File: config.mk
export PLATFORM = sky130hd
export DESIGN_NAME = cfg_host_port
export DESIGN_NICKNAME = d
export VERILOG_FILES = /design/src/cfg_port_pkg.sv /design/src/cfg_host_port.sv
export VERILOG_INCLUDE_DIRS = /design/src
export SDC_FILE = /design/constraint.sdc
export NUM_CORES = 1
export LEC_CHECK = 0
export ABC_AREA = 1
export ABC_CLOCK_PERIOD_IN_PS = 1800
export BUFFER_PORTS_ARGS = -buffer_cell sky130_fd_sc_hd__buf_2
export CORE_MARGIN = 4
export CORE_UTILIZATION = 56
export DETAILED_ROUTE_END_ITERATION = 8
export PLACE_DENSITY_LB_ADDON = 0.25
export SLEW_MARGIN = 20
export SYNTH_ARGS = -nofsm -noshare
export SYNTH_HDL_FRONTEND = slang
export SYNTH_SLANG_ARGS = --single-unit
File: constraint.sdc
create_clock -name clk_in -period 1.8 [get_ports clk_in]
set_input_delay 0.27 -clock clk_in [delete_from_list [all_inputs] [get_ports clk_in]]
set_output_delay 0.27 -clock clk_in [all_outputs]
set_load 0.03 [all_outputs]
File: src/cfg_port_defs.svh
`ifndef CFG_PORT_DEFS_SVH
`define CFG_PORT_DEFS_SVH

// ==========================================================
// Clock and timing
`define CFG_CLK_PERIOD_NS 40
`define RCLK_HALF_NS 80
`define RCLK_HALF_CYC ((`RCLK_HALF_NS + `CFG_CLK_PERIOD_NS - 1) / `CFG_CLK_PERIOD_NS)

// ==========================================================
// Bit positions in the synchronised pin vector
`define PIN_W 36
`define PIN_CS_LO 0
`define PIN_CS_HI 1
`define PIN_STRB 2
`define PIN_RNW 3
`define PIN_BURST 4
`define PIN_INIT 5
`define PIN_DATA_LSB 6
`define PIN_DATA_MSB 13
`define PIN_ADDR_LSB 14
`define PIN_ADDR_MSB 31
`define PIN_MODE_LSB 32
`define PIN_MODE_MSB 35

// ==========================================================
// Reset values (pins idle high through pull-ups)
`define PIN_RST 36'hF_FFFF_FFFF
`define MODE_RST 4'hF
`define DATA_RST 8'h00

// ==========================================================
// Mode pin codes (arbitrary assignment)
`define MODE_CODE_ASYNC 4'h5
`define MODE_CODE_SLAVE_PAR 4'h7
`define MODE_CODE_MASTER_PAR 4'h6
`define MODE_CODE_PROC 4'h3

`endif

File: src/cfg_port_pkg.sv
package cfg_port_pkg;

   // Loader sequence, Gray coded along the path
   typedef enum logic [1:0] {
      ST_CLEAR = 2'h0,
      ST_WAIT = 2'h1,
      ST_CONFIG = 2'h3,
      ST_DONE = 2'h2
   } cfg_state_e;

   // Configuration modes chosen by the mode pins
   typedef enum logic [2:0] {
      MODE_OTHER = 3'h0,
      MODE_ASYNC = 3'h1,
      MODE_SLAVE_PAR = 3'h2,
      MODE_MASTER_PAR = 3'h3,
      MODE_PROC = 3'h4
   } cfg_mode_e;

endpackage

File: src/cfg_host_port.sv
`timescale 1ns/1ps
`include "cfg_port_defs.svh"
`default_nettype none

module cfg_host_port #(
   parameter int ADDR_W = 18,
   parameter int DATA_W = 8
) (
   input wire logic clk_in,
   input wire logic srst_in,
   input wire logic [3:0] mode_sel_in,
   input wire logic init_n_in,
   output logic init_n_out,
   output logic init_n_oe_out,
   input wire logic mem_clear_busy_in,
   input wire logic cfg_done_in,
   input wire logic cfg_restart_in,
   input wire logic bscan_selected_in,
   input wire logic chip_select_low_active_in,
   input wire logic chip_select_high_active_in,
   input wire logic host_transfer_strobe_in,
   input wire logic host_read_not_write_in,
   input wire logic [ADDR_W-1:0] host_address_lsbs_in,
   input wire logic host_burst_n_in,
   input wire logic [DATA_W-1:0] data_in,
   output logic [DATA_W-1:0] data_out,
   output logic [DATA_W-1:0] data_oe_out,
   output logic rdy_rclk_out,
   output logic cfg_active_high_flag_out,
   output logic cfg_active_low_flag_out,
   output logic bscan_enable_out,
   output logic host_req_valid_out,
   output logic host_req_read_out,
   output logic host_req_burst_out,
   output logic [ADDR_W-1:0] host_req_addr_out,
   output logic [DATA_W-1:0] cfg_byte_out,
   output logic cfg_byte_valid_out,
   input wire logic cfg_byte_ready_in
);

   // ==========================================================
   // Pin synchronisers
   logic [`PIN_W-1:0] pin_raw;
   logic [`PIN_W-1:0] s1_r;
   logic [`PIN_W-1:0] s2_r;
   logic [`PIN_W-1:0] s3_r;
   logic [`PIN_W-1:0] filt_r;
   logic [2:0] prev_r;

   assign pin_raw = {mode_sel_in, host_address_lsbs_in, data_in, init_n_in, host_burst_n_in,
                     host_read_not_write_in, host_transfer_strobe_in,
                     chip_select_high_active_in, chip_select_low_active_in};

   // Three stages, then a bit changes once stages two and three agree
   always_ff @(posedge clk_in) begin
      if (srst_in) begin
         s1_r <= `PIN_RST;
         s2_r <= `PIN_RST;
         s3_r <= `PIN_RST;
         filt_r <= `PIN_RST;
      end else begin
         s1_r <= pin_raw;
         s2_r <= s1_r;
         s3_r <= s2_r;
         filt_r <= (s2_r & s3_r) | (filt_r & (s2_r | s3_r));
      end
   end

   logic cs_lo_f, cs_hi_f, strb_n_f, rnw_f, burst_n_f, init_f;
   logic [DATA_W-1:0] data_f;
   logic [3:0] mode_f;
   assign cs_lo_f = filt_r[`PIN_CS_LO];
   assign cs_hi_f = filt_r[`PIN_CS_HI];
   assign strb_n_f = filt_r[`PIN_STRB];
   assign rnw_f = filt_r[`PIN_RNW];
   assign burst_n_f = filt_r[`PIN_BURST];
   assign init_f = filt_r[`PIN_INIT];
   assign data_f = filt_r[`PIN_DATA_MSB:`PIN_DATA_LSB];
   assign mode_f = filt_r[`PIN_MODE_MSB:`PIN_MODE_LSB];

   // Previous strobe, write and init levels for edge detection
   always_ff @(posedge clk_in) begin
      if (srst_in) begin
         prev_r <= 3'h7;
      end else begin
         prev_r <= {init_f, rnw_f, strb_n_f};
      end
   end

   logic selected;
   logic init_rise;
   logic wr_fall;
   logic strb_fall;
   assign selected = !cs_lo_f && cs_hi_f;
   assign init_rise = init_f && !prev_r[2];
   assign wr_fall = !rnw_f && prev_r[1];
   assign strb_fall = !strb_n_f && prev_r[0];

   // ==========================================================
   // Mode capture and decode
   function automatic cfg_port_pkg::cfg_mode_e decode_mode(input logic [3:0] code);
      case (code)
         `MODE_CODE_ASYNC: decode_mode = cfg_port_pkg::MODE_ASYNC;
         `MODE_CODE_SLAVE_PAR: decode_mode = cfg_port_pkg::MODE_SLAVE_PAR;
         `MODE_CODE_MASTER_PAR: decode_mode = cfg_port_pkg::MODE_MASTER_PAR;
         `MODE_CODE_PROC: decode_mode = cfg_port_pkg::MODE_PROC;
         default: decode_mode = cfg_port_pkg::MODE_OTHER;
      endcase
   endfunction

   logic [3:0] mode_r;
   cfg_port_pkg::cfg_mode_e mode;
   cfg_port_pkg::cfg_state_e state_r;
   cfg_port_pkg::cfg_state_e state_nxt;
   assign mode = decode_mode(mode_r);

   // Latch mode pins as the initialization line rises
   always_ff @(posedge clk_in) begin
      if (srst_in) begin
         mode_r <= `MODE_RST;
      end else if (state_r == cfg_port_pkg::ST_WAIT && init_rise) begin
         mode_r <= mode_f;
      end
   end

   // ==========================================================
   // Loader sequence
   always_comb begin
      state_nxt = state_r;
      case (state_r)
         cfg_port_pkg::ST_CLEAR: begin
            if (!mem_clear_busy_in) begin
               state_nxt = cfg_port_pkg::ST_WAIT;
            end
         end
         cfg_port_pkg::ST_WAIT: begin
            if (init_rise) begin
               state_nxt = cfg_port_pkg::ST_CONFIG;
            end
         end
         cfg_port_pkg::ST_CONFIG: begin
            if (cfg_done_in) begin
               state_nxt = cfg_port_pkg::ST_DONE;
            end
         end
         cfg_port_pkg::ST_DONE: begin
            state_nxt = cfg_port_pkg::ST_DONE;
         end
         default: state_nxt = cfg_port_pkg::ST_CLEAR;
      endcase
      if (cfg_restart_in) begin
         state_nxt = cfg_port_pkg::ST_CLEAR;
      end
   end

   always_ff @(posedge clk_in) begin
      if (srst_in) begin
         state_r <= cfg_port_pkg::ST_CLEAR;
      end else begin
         state_r <= state_nxt;
      end
   end

   logic in_cfg;
   logic byte_mode;
   assign in_cfg = (state_r == cfg_port_pkg::ST_CONFIG);
   assign byte_mode = (mode == cfg_port_pkg::MODE_ASYNC) || (mode == cfg_port_pkg::MODE_SLAVE_PAR);

   // Open-drain init: pull low only while clearing
   assign init_n_out = 1'b0;
   assign init_n_oe_out = (state_r == cfg_port_pkg::ST_CLEAR);

   // In-progress flags and scan enable
   always_ff @(posedge clk_in) begin
      if (srst_in) begin
         cfg_active_high_flag_out <= 1'b1;
         cfg_active_low_flag_out <= 1'b0;
         bscan_enable_out <= 1'b1;
      end else begin
         cfg_active_high_flag_out <= (state_nxt != cfg_port_pkg::ST_DONE);
         cfg_active_low_flag_out <= (state_nxt == cfg_port_pkg::ST_DONE);
         bscan_enable_out <= (state_nxt != cfg_port_pkg::ST_DONE) || bscan_selected_in;
      end
   end

   // ==========================================================
   // Processor port request decode
   logic proc_hit;
   assign proc_hit = in_cfg && (mode == cfg_port_pkg::MODE_PROC) && selected && strb_fall;

   always_ff @(posedge clk_in) begin
      if (srst_in) begin
         host_req_valid_out <= 1'b0;
         host_req_read_out <= 1'b0;
         host_req_burst_out <= 1'b0;
         host_req_addr_out <= '0;
      end else begin
         host_req_valid_out <= proc_hit;
         if (proc_hit) begin
            host_req_read_out <= rnw_f;
            host_req_burst_out <= !burst_n_f;
            host_req_addr_out <= filt_r[`PIN_ADDR_MSB:`PIN_ADDR_LSB];
         end
      end
   end

   // ==========================================================
   // Byte intake: host writes, processor writes, master reads
   logic pend_valid_r;
   logic [DATA_W-1:0] pend_data_r;
   logic buf_in_ready;
   logic byte_wr;
   logic master_fetch;
   logic rclk_r;
   logic [7:0] rclk_cnt_r;
   logic master_mode;

   assign master_mode = in_cfg && (mode == cfg_port_pkg::MODE_MASTER_PAR);
   assign byte_wr = in_cfg && selected && ((byte_mode && wr_fall) || (proc_hit && !rnw_f));
   assign master_fetch = master_mode && !pend_valid_r && !rclk_r &&
                         rclk_cnt_r == 8'(`RCLK_HALF_CYC - 1);

   // One byte per write-line fall, processor write strobe or master read clock fetch, held until the buffer takes it
   always_ff @(posedge clk_in) begin
      if (srst_in) begin
         pend_valid_r <= 1'b0;
         pend_data_r <= `DATA_RST;
      end else if (byte_wr || master_fetch) begin
         pend_valid_r <= 1'b1;
         pend_data_r <= data_f;
      end else if (buf_in_ready) begin
         pend_valid_r <= 1'b0;
      end
   end

   // Read clock divider, stalled while a byte waits
   always_ff @(posedge clk_in) begin
      if (srst_in || !master_mode) begin
         rclk_r <= 1'b1;
         rclk_cnt_r <= 8'h00;
      end else if (rclk_cnt_r == 8'(`RCLK_HALF_CYC - 1)) begin
         if (rclk_r || !pend_valid_r) begin
            rclk_r <= !rclk_r;
            rclk_cnt_r <= 8'h00;
         end
      end else begin
         rclk_cnt_r <= rclk_cnt_r + 8'h01;
      end
   end

   // Ready: high when idle and write line released
   logic rdy_r;
   always_ff @(posedge clk_in) begin
      if (srst_in) begin
         rdy_r <= 1'b0;
      end else begin
         rdy_r <= in_cfg && !pend_valid_r && !byte_wr && rnw_f;
      end
   end

   assign rdy_rclk_out = master_mode ? rclk_r : rdy_r;

   // ==========================================================
   // Two-entry buffer toward the configuration engine
   logic [DATA_W-1:0] buf_mem [0:1];
   logic buf_wp_r;
   logic buf_rp_r;
   logic [1:0] buf_cnt_r;
   logic buf_push;
   logic buf_pop;

   assign buf_in_ready = (buf_cnt_r != 2'h2);
   assign buf_push = pend_valid_r && buf_in_ready;
   assign buf_pop = cfg_byte_valid_out && cfg_byte_ready_in;
   assign cfg_byte_valid_out = (buf_cnt_r != 2'h0);
   assign cfg_byte_out = buf_mem[buf_rp_r];

   always_ff @(posedge clk_in) begin
      if (srst_in) begin
         buf_mem[0] <= `DATA_RST;
         buf_mem[1] <= `DATA_RST;
      end else if (buf_push) begin
         buf_mem[buf_wp_r] <= pend_data_r;
      end
   end

   always_ff @(posedge clk_in) begin
      if (srst_in) begin
         buf_wp_r <= 1'b0;
         buf_rp_r <= 1'b0;
         buf_cnt_r <= 2'h0;
      end else begin
         buf_wp_r <= buf_wp_r ^ buf_push;
         buf_rp_r <= buf_rp_r ^ buf_pop;
         buf_cnt_r <= buf_cnt_r + {1'b0, buf_push} - {1'b0, buf_pop};
      end
   end

   // ==========================================================
   // Status readback on the upper data lines
   logic status_drive;
   assign status_drive = in_cfg && (mode == cfg_port_pkg::MODE_ASYNC) && selected &&
                         !strb_n_f && rnw_f;
   assign data_oe_out = status_drive ? 8'hF8 : 8'h00;

   always_ff @(posedge clk_in) begin
      if (srst_in) begin
         data_out <= `DATA_RST;
      end else begin
         data_out <= {rdy_r, !buf_in_ready, pend_valid_r, state_r, 3'h0};
      end
   end
endmodule

`default_nettype wire

# Word level (Yosys, flattened, before mapping)
# Memory sizes are Yosys's and may differ from the RTL's. A register that Yosys moved wholly into a read port is not among the register bits.
# Index checks and enable logic that the tools add are counted.
# totals
ramBits	16
regBits	208
memories	1
elab_cells	117
output_inout_bits	52
# memory_table
memory	depth	width	read_ports	rd_clocked_by_memory_dff	wr	line	text
buf_mem	2	8	1	1	2	cfg_host_port.sv:265	logic [DATA_W-1:0] buf_mem [0:1];
# op_classes
addsub	3
mux	21
n_bitwise	6
reduce_logical	46
eq_ne	16
# op_table
op	n
AND 36 bit	2
OR 36 bit	2
two-way mux 8 bit	4
logical AND 1 bit	25
equality test 4 x 3 -> 1 bit (second input constant)	3
case mux 3 bit (4 select lines)	1
two-way mux 1 bit	11
logical NOT 1 bit	10
adder 8 x 1 -> 8 bit (second input constant)	1
equality test 8 x 1 -> 1 bit (second input constant)	1
two-way mux 2 bit	4
case mux 2 bit (4 select lines)	1
OR reduction 8 bit	1
equality test 2 bit (second input constant)	3
equality test 3 x 2 -> 1 bit (second input constant)	2
logical OR 1 bit	6
equality test 4 x 2 -> 1 bit (second input constant)	1
inequality test 2 bit (second input constant)	2
nonzero test 2 bit	2
equality test 3 x 1 -> 1 bit (second input constant)	1
equality test 3 bit (second input constant)	1
adder 2 x 1 -> 2 bit	1
equality test 2 x 1 -> 1 bit (second input constant)	1
logical NOT 2 bit	1
4 further kinds	5

# Depth between registers and ports, before layout
# depth
ltp_word	12
depth_mapped	10
mapped_depth_nobuf	10

# Worst setup path before layout
# Ideal clock, no wire load.
# synth_path
kind	register to register
from	reg buf_cnt_r[1]
to	reg buf_cnt_r[1]
t_arrival_ns	1.626
stages_incl_launch_ff	10
path_slack_ns	0.054
setup_time_ns	0.120
cell_sequence	dfxtp_1 or2_2 nand2_1 inv_1 ha_1 inv_1 ha_1 xor2_1 o21ai_0 a21oi_1
# synth_between
word_cells_on_any_way	6
classes_between	add/sub (2); eq/ne (1); reduce/logical (3)
# synth_rtl
element	line	text
start: declaration	cfg_host_port.sv:268	logic [1:0] buf_cnt_r;
start signal: assignment	cfg_host_port.sv:295	buf_cnt_r <= buf_cnt_r + {1'b0, buf_push} - {1'b0, buf_pop};
nonzero test 2 bit	cfg_host_port.sv:275	assign cfg_byte_valid_out = (buf_cnt_r != 2'h0);
named net cfg_byte_valid_out	cfg_host_port.sv:37	output logic cfg_byte_valid_out,
logical AND 1 bit	cfg_host_port.sv:274	assign buf_pop = cfg_byte_valid_out && cfg_byte_ready_in;
subtractor 2 x 1 -> 2 bit	cfg_host_port.sv:295	
# The timed path passes the listed nets, and every way through them passes these cells.
# A chain may end at the register's enable or synchronous reset.

# Final worst setup path
# layout_path
from	reg mode_r[1]
to	out data_oe_out[3]
# layout_between
elab_chain_len	8
word_cells_on_any_way	11
classes_between	eq/ne (5); mux (2); reduce/logical (4)
# layout_lines
element	line	text
start: declaration	cfg_host_port.sv:111	logic [3:0] mode_r;
start signal: assignment	cfg_host_port.sv:120	mode_r <= `MODE_RST;
start signal: assignment	cfg_host_port.sv:122	mode_r <= mode_f;
equality test 4 x 2 -> 1 bit or equality test 4 x 3 -> 1 bit (tied branches)	cfg_host_port.sv:102	case (code)
case mux 3 bit (4 select lines) (*)	cfg_host_port.sv:102	
equality test 3 x 1 -> 1 bit (*)	cfg_host_port.sv:302	assign status_drive = in_cfg && (mode == cfg_port_pkg::MODE_ASYNC) && selected &&
logical AND 1 bit (*) (3 in a row)	cfg_host_port.sv:302	
logical AND 1 bit (*)	cfg_host_port.sv:303	!strb_n_f && rnw_f;
two-way mux 8 bit (*)	cfg_host_port.sv:304	assign data_oe_out = status_drive ? 8'hF8 : 8'h00;
end: declaration	cfg_host_port.sv:27	output logic [DATA_W-1:0] data_oe_out,
# Mark *: on every way between the ends. The rest lies on a longest branch, timed or not.

==> metrics.csv <==
stage,metric,value,unit
outcome,status,"finished, violations left",
die,fp-row-count,41,
grt,grt_max_degree,100,
route,drt_iter0_drc,303,
critical_path,critPathArrivalTime,1.61,ns
yosys,synthCells,772,
yosys,syn_area_per_cell,9.48,um^2
die,die_w,122,um
layout,regArea,4590,um^2
placed_design,dp_hpwl,8440,um
sta,rsz0062_at_grt,yes,
die,die-area,15000,um^2
yosys,yosysWarnings,0,
sta,final-setup-viol-count,6,
critical_path,cpMaxStageDelayCell,dfxtp_2,
route,drtAntennaViolNets,0,
power,finalPower,0.0104,W
sta,final_max_slew_viol_count,0,
die,core_area,12700,um^2
clocking,cts-htree-levels,1,
placed_design,io_buffer_count,87,
route,vias,5193,
sta,fin_crit,1.88,ns
clocking,cts_tree,yes,
layout,area_growth,25.0,%
power,peakVddDrop,0.748,mV
die,io_pins,95,
layout,utilization,71.9,%
yosys,ys_seq_area_share,62.7,%
critical_path,cp_max_fo,5,
yosys,yosys.area.top_type_share,56.1,%
clocking,clock_path_buffers,3,
sta,tns,-0.383,ns
layout,final_nets,951,
sta,hold_violations,0,
placed_design,place_inst,1008,
critical_path,max_stage_delay,0.35,ns
route,route.detailed.drc,0,
clocking,clockRootBuffer,clkbuf_16,
critical_path,path_class,reg2out,
layout,multi_input_area,2410,um^2
critical_path,path_cells,nor3_2 > nand4_1 > nor2_4 > buf_6,
clocking,cts_buffers,22,
critical_path,cp-start-kind,flip-flop,
layout,final_cells,1093,
clocking,clk_latency,0.49,ns
sta,fin_skew,0.00798,ns
placed_design,gp_congestion,0.764,
grt,grt_pass1_wl,22800,um
worst_hold_path,hp-class,in2reg,
critical_path,required,1.53,ns
outcome,violations,negative setup slack,
yosys,synth_area_leaders,"dfxtp_1 (56%), or2_2 (9.4%), edfxtp_1 (6.6%)",
route,wire_per_inst,12.2,um
yosys,netlist_area,7320,um^2
yosys,yosysTopAreaCell,dfxtp_1,
sta,min_period_over_period,104,%
grt,grt_use_total,18.3,%
route,vias_per_cell,4.75,
grt,grt_pass1_vias,5186,
clocking,clk_pin_slew,0.06,ns
layout,drive_gt1_share,30.1,%
power,powerDensity,1140,nW/um^2
clocking,clkSinkCount,221,
layout,fillerInstances,938,
critical_path,endpoint_kind,primary output,
sta,setup_slack,-0.0771,ns
yosys,synth_seq_cells,221,
grt,grt_antenna_before_repair,0,
run,maxCapViolCount,0,
placed_design,post-place-ws,0.0516,ns
yosys,synthDistinctLibCells,32,
die,fp.dieH,122,um
die,initial_core_util,57.5,%
route,wl,13300,um
power,power_leakage,3.85,nW
grt,gr-total-overflow,0,
sta,fmax,533,MHz
route,dr.pass1.iters,7,
## layout by cell type (no fill, tap or decap), drive strengths merged, types with 2 or more instances in the layout
cell type / synthesis / final
dfxtp: 205 / 205
or2: 112 / 112
nand2: 107 / 107
buf: 23 / 102
nor2: 94 / 94
o21ai: 61 / 61
a21oi: 53 / 53
inv: 43 / 43
dlygate4sd3: 0 / 38
clkbuf: 15 / 28
edfxtp: 16 / 16
nand3: 16 / 16
conb: 1 / 7
nor3: 7 / 7
clkinv: 1 / 5
nand4: 4 / 4
clkinvlp: 0 / 4
bufinv: 0 / 4
xor2: 4 / 4
ha: 4 / 4
o211ai: 2 / 2
## cell families after synthesis
logic type	after synthesis	share of synthesized area [%]
AOI/OAI and AO/OA	118	8.21
DFF	221	62.7
xor gates and xnor gates	4	0.479
other	1	0.0513
buffers and inverters	82	5.28
and+or+nand+nor	342	22.6
adders and majority gates	4	0.684
## routing by layer
layer	global-route usage [%]	wire length [um]	vias up
li1	-	-	2704
met1	22.9	5750	2360
met2	32.2	6700	104
met3	2.90	590	25
met4	6.16	237	0
met5	0	0	-
## synthesized netlist by cell type (all sizes together)
library cell and number:
clkinv 1, edfxtp 16, nand3 16, nor4 1
nor2 94, inv 43, ha 4, nor3 7
nand3b 1, xor2 4, or2 112, dfxtp 205
conb 1, o21bai 1, nand2 107, buf 23
clkbuf 15, a211oi 1, nand4 4, o21ai 61
o211ai 2, a21oi 53
## worst paths after layout
path / startpoint / to / slack, ns / cells past startpoint
setup reg to reg: buf_cnt_r[1]$_SDFF_PP0_ / buf_cnt_r[1]$_SDFF_PP0_ / 0.09 / 9
setup / recovery: mode_r[1]$_SDFFE_PP1P_ / data_oe_out[3] / -0.08 / 4
hold reg to reg: s1_r[1]$_SDFF_PP1_ / s2_r[1]$_SDFF_PP1_ / 0.41 / 1
hold / removal: srst_in / buf_cnt_r[0]$_SDFF_PP0_ / 0.06 / 2
## sequential cells by signal, summed over array words and instances (netlist names), 4 cells and up
name,cells
pend_data_r,8
s1_r,36
host_req_addr_out,18
buf_mem,16
rclk_cnt_r,8
data_out,5
s3_r,36
s2_r,36
mode_r,4
filt_r,36
## layout make-up
class	count	area share (%)
inverters	44	1.82
diodes	1	0.0274
flip-flops and latches	221	50.2
well taps	172	2.35
clock buffers	28	6.60
clock inverters	12	1.86
repair buffers	140	10.7
multi-input cells	475	26.4
## per-stage QoR
step | instance area [um^2] | hold WS (ns)
floorplan | 7340 | 0.349
global placement | 7850 | 0.391
detailed placement | 7850 | 0.392
CTS | 9110 | 0.0315
global route | 9140 | 0.0365
finish | 9140 | 0.0584
## critical path, delay by kind of cell, from the launching register on
family / cells / cell delay (ns)
buf+inv: 1 / 0.17
flops: 1 / 0.35
simple gates: 3 / 0.60
## power by group
part	switching, W	internal, W
Clock	0.00176	0.00294
Sequential	0.0000633	0.00508
Combinational	0.000309	0.000244
## repair_timing
action,4_1_cts,5_1_grt
endpoints found under the setup margin,14,16
setup buffers,6,0
endpoints found under the hold margin,38,0
pin swaps,4,4
hold buffers,38,0
resized for setup,26,8
No activity file was read; power rests on OpenSTA's default activity.
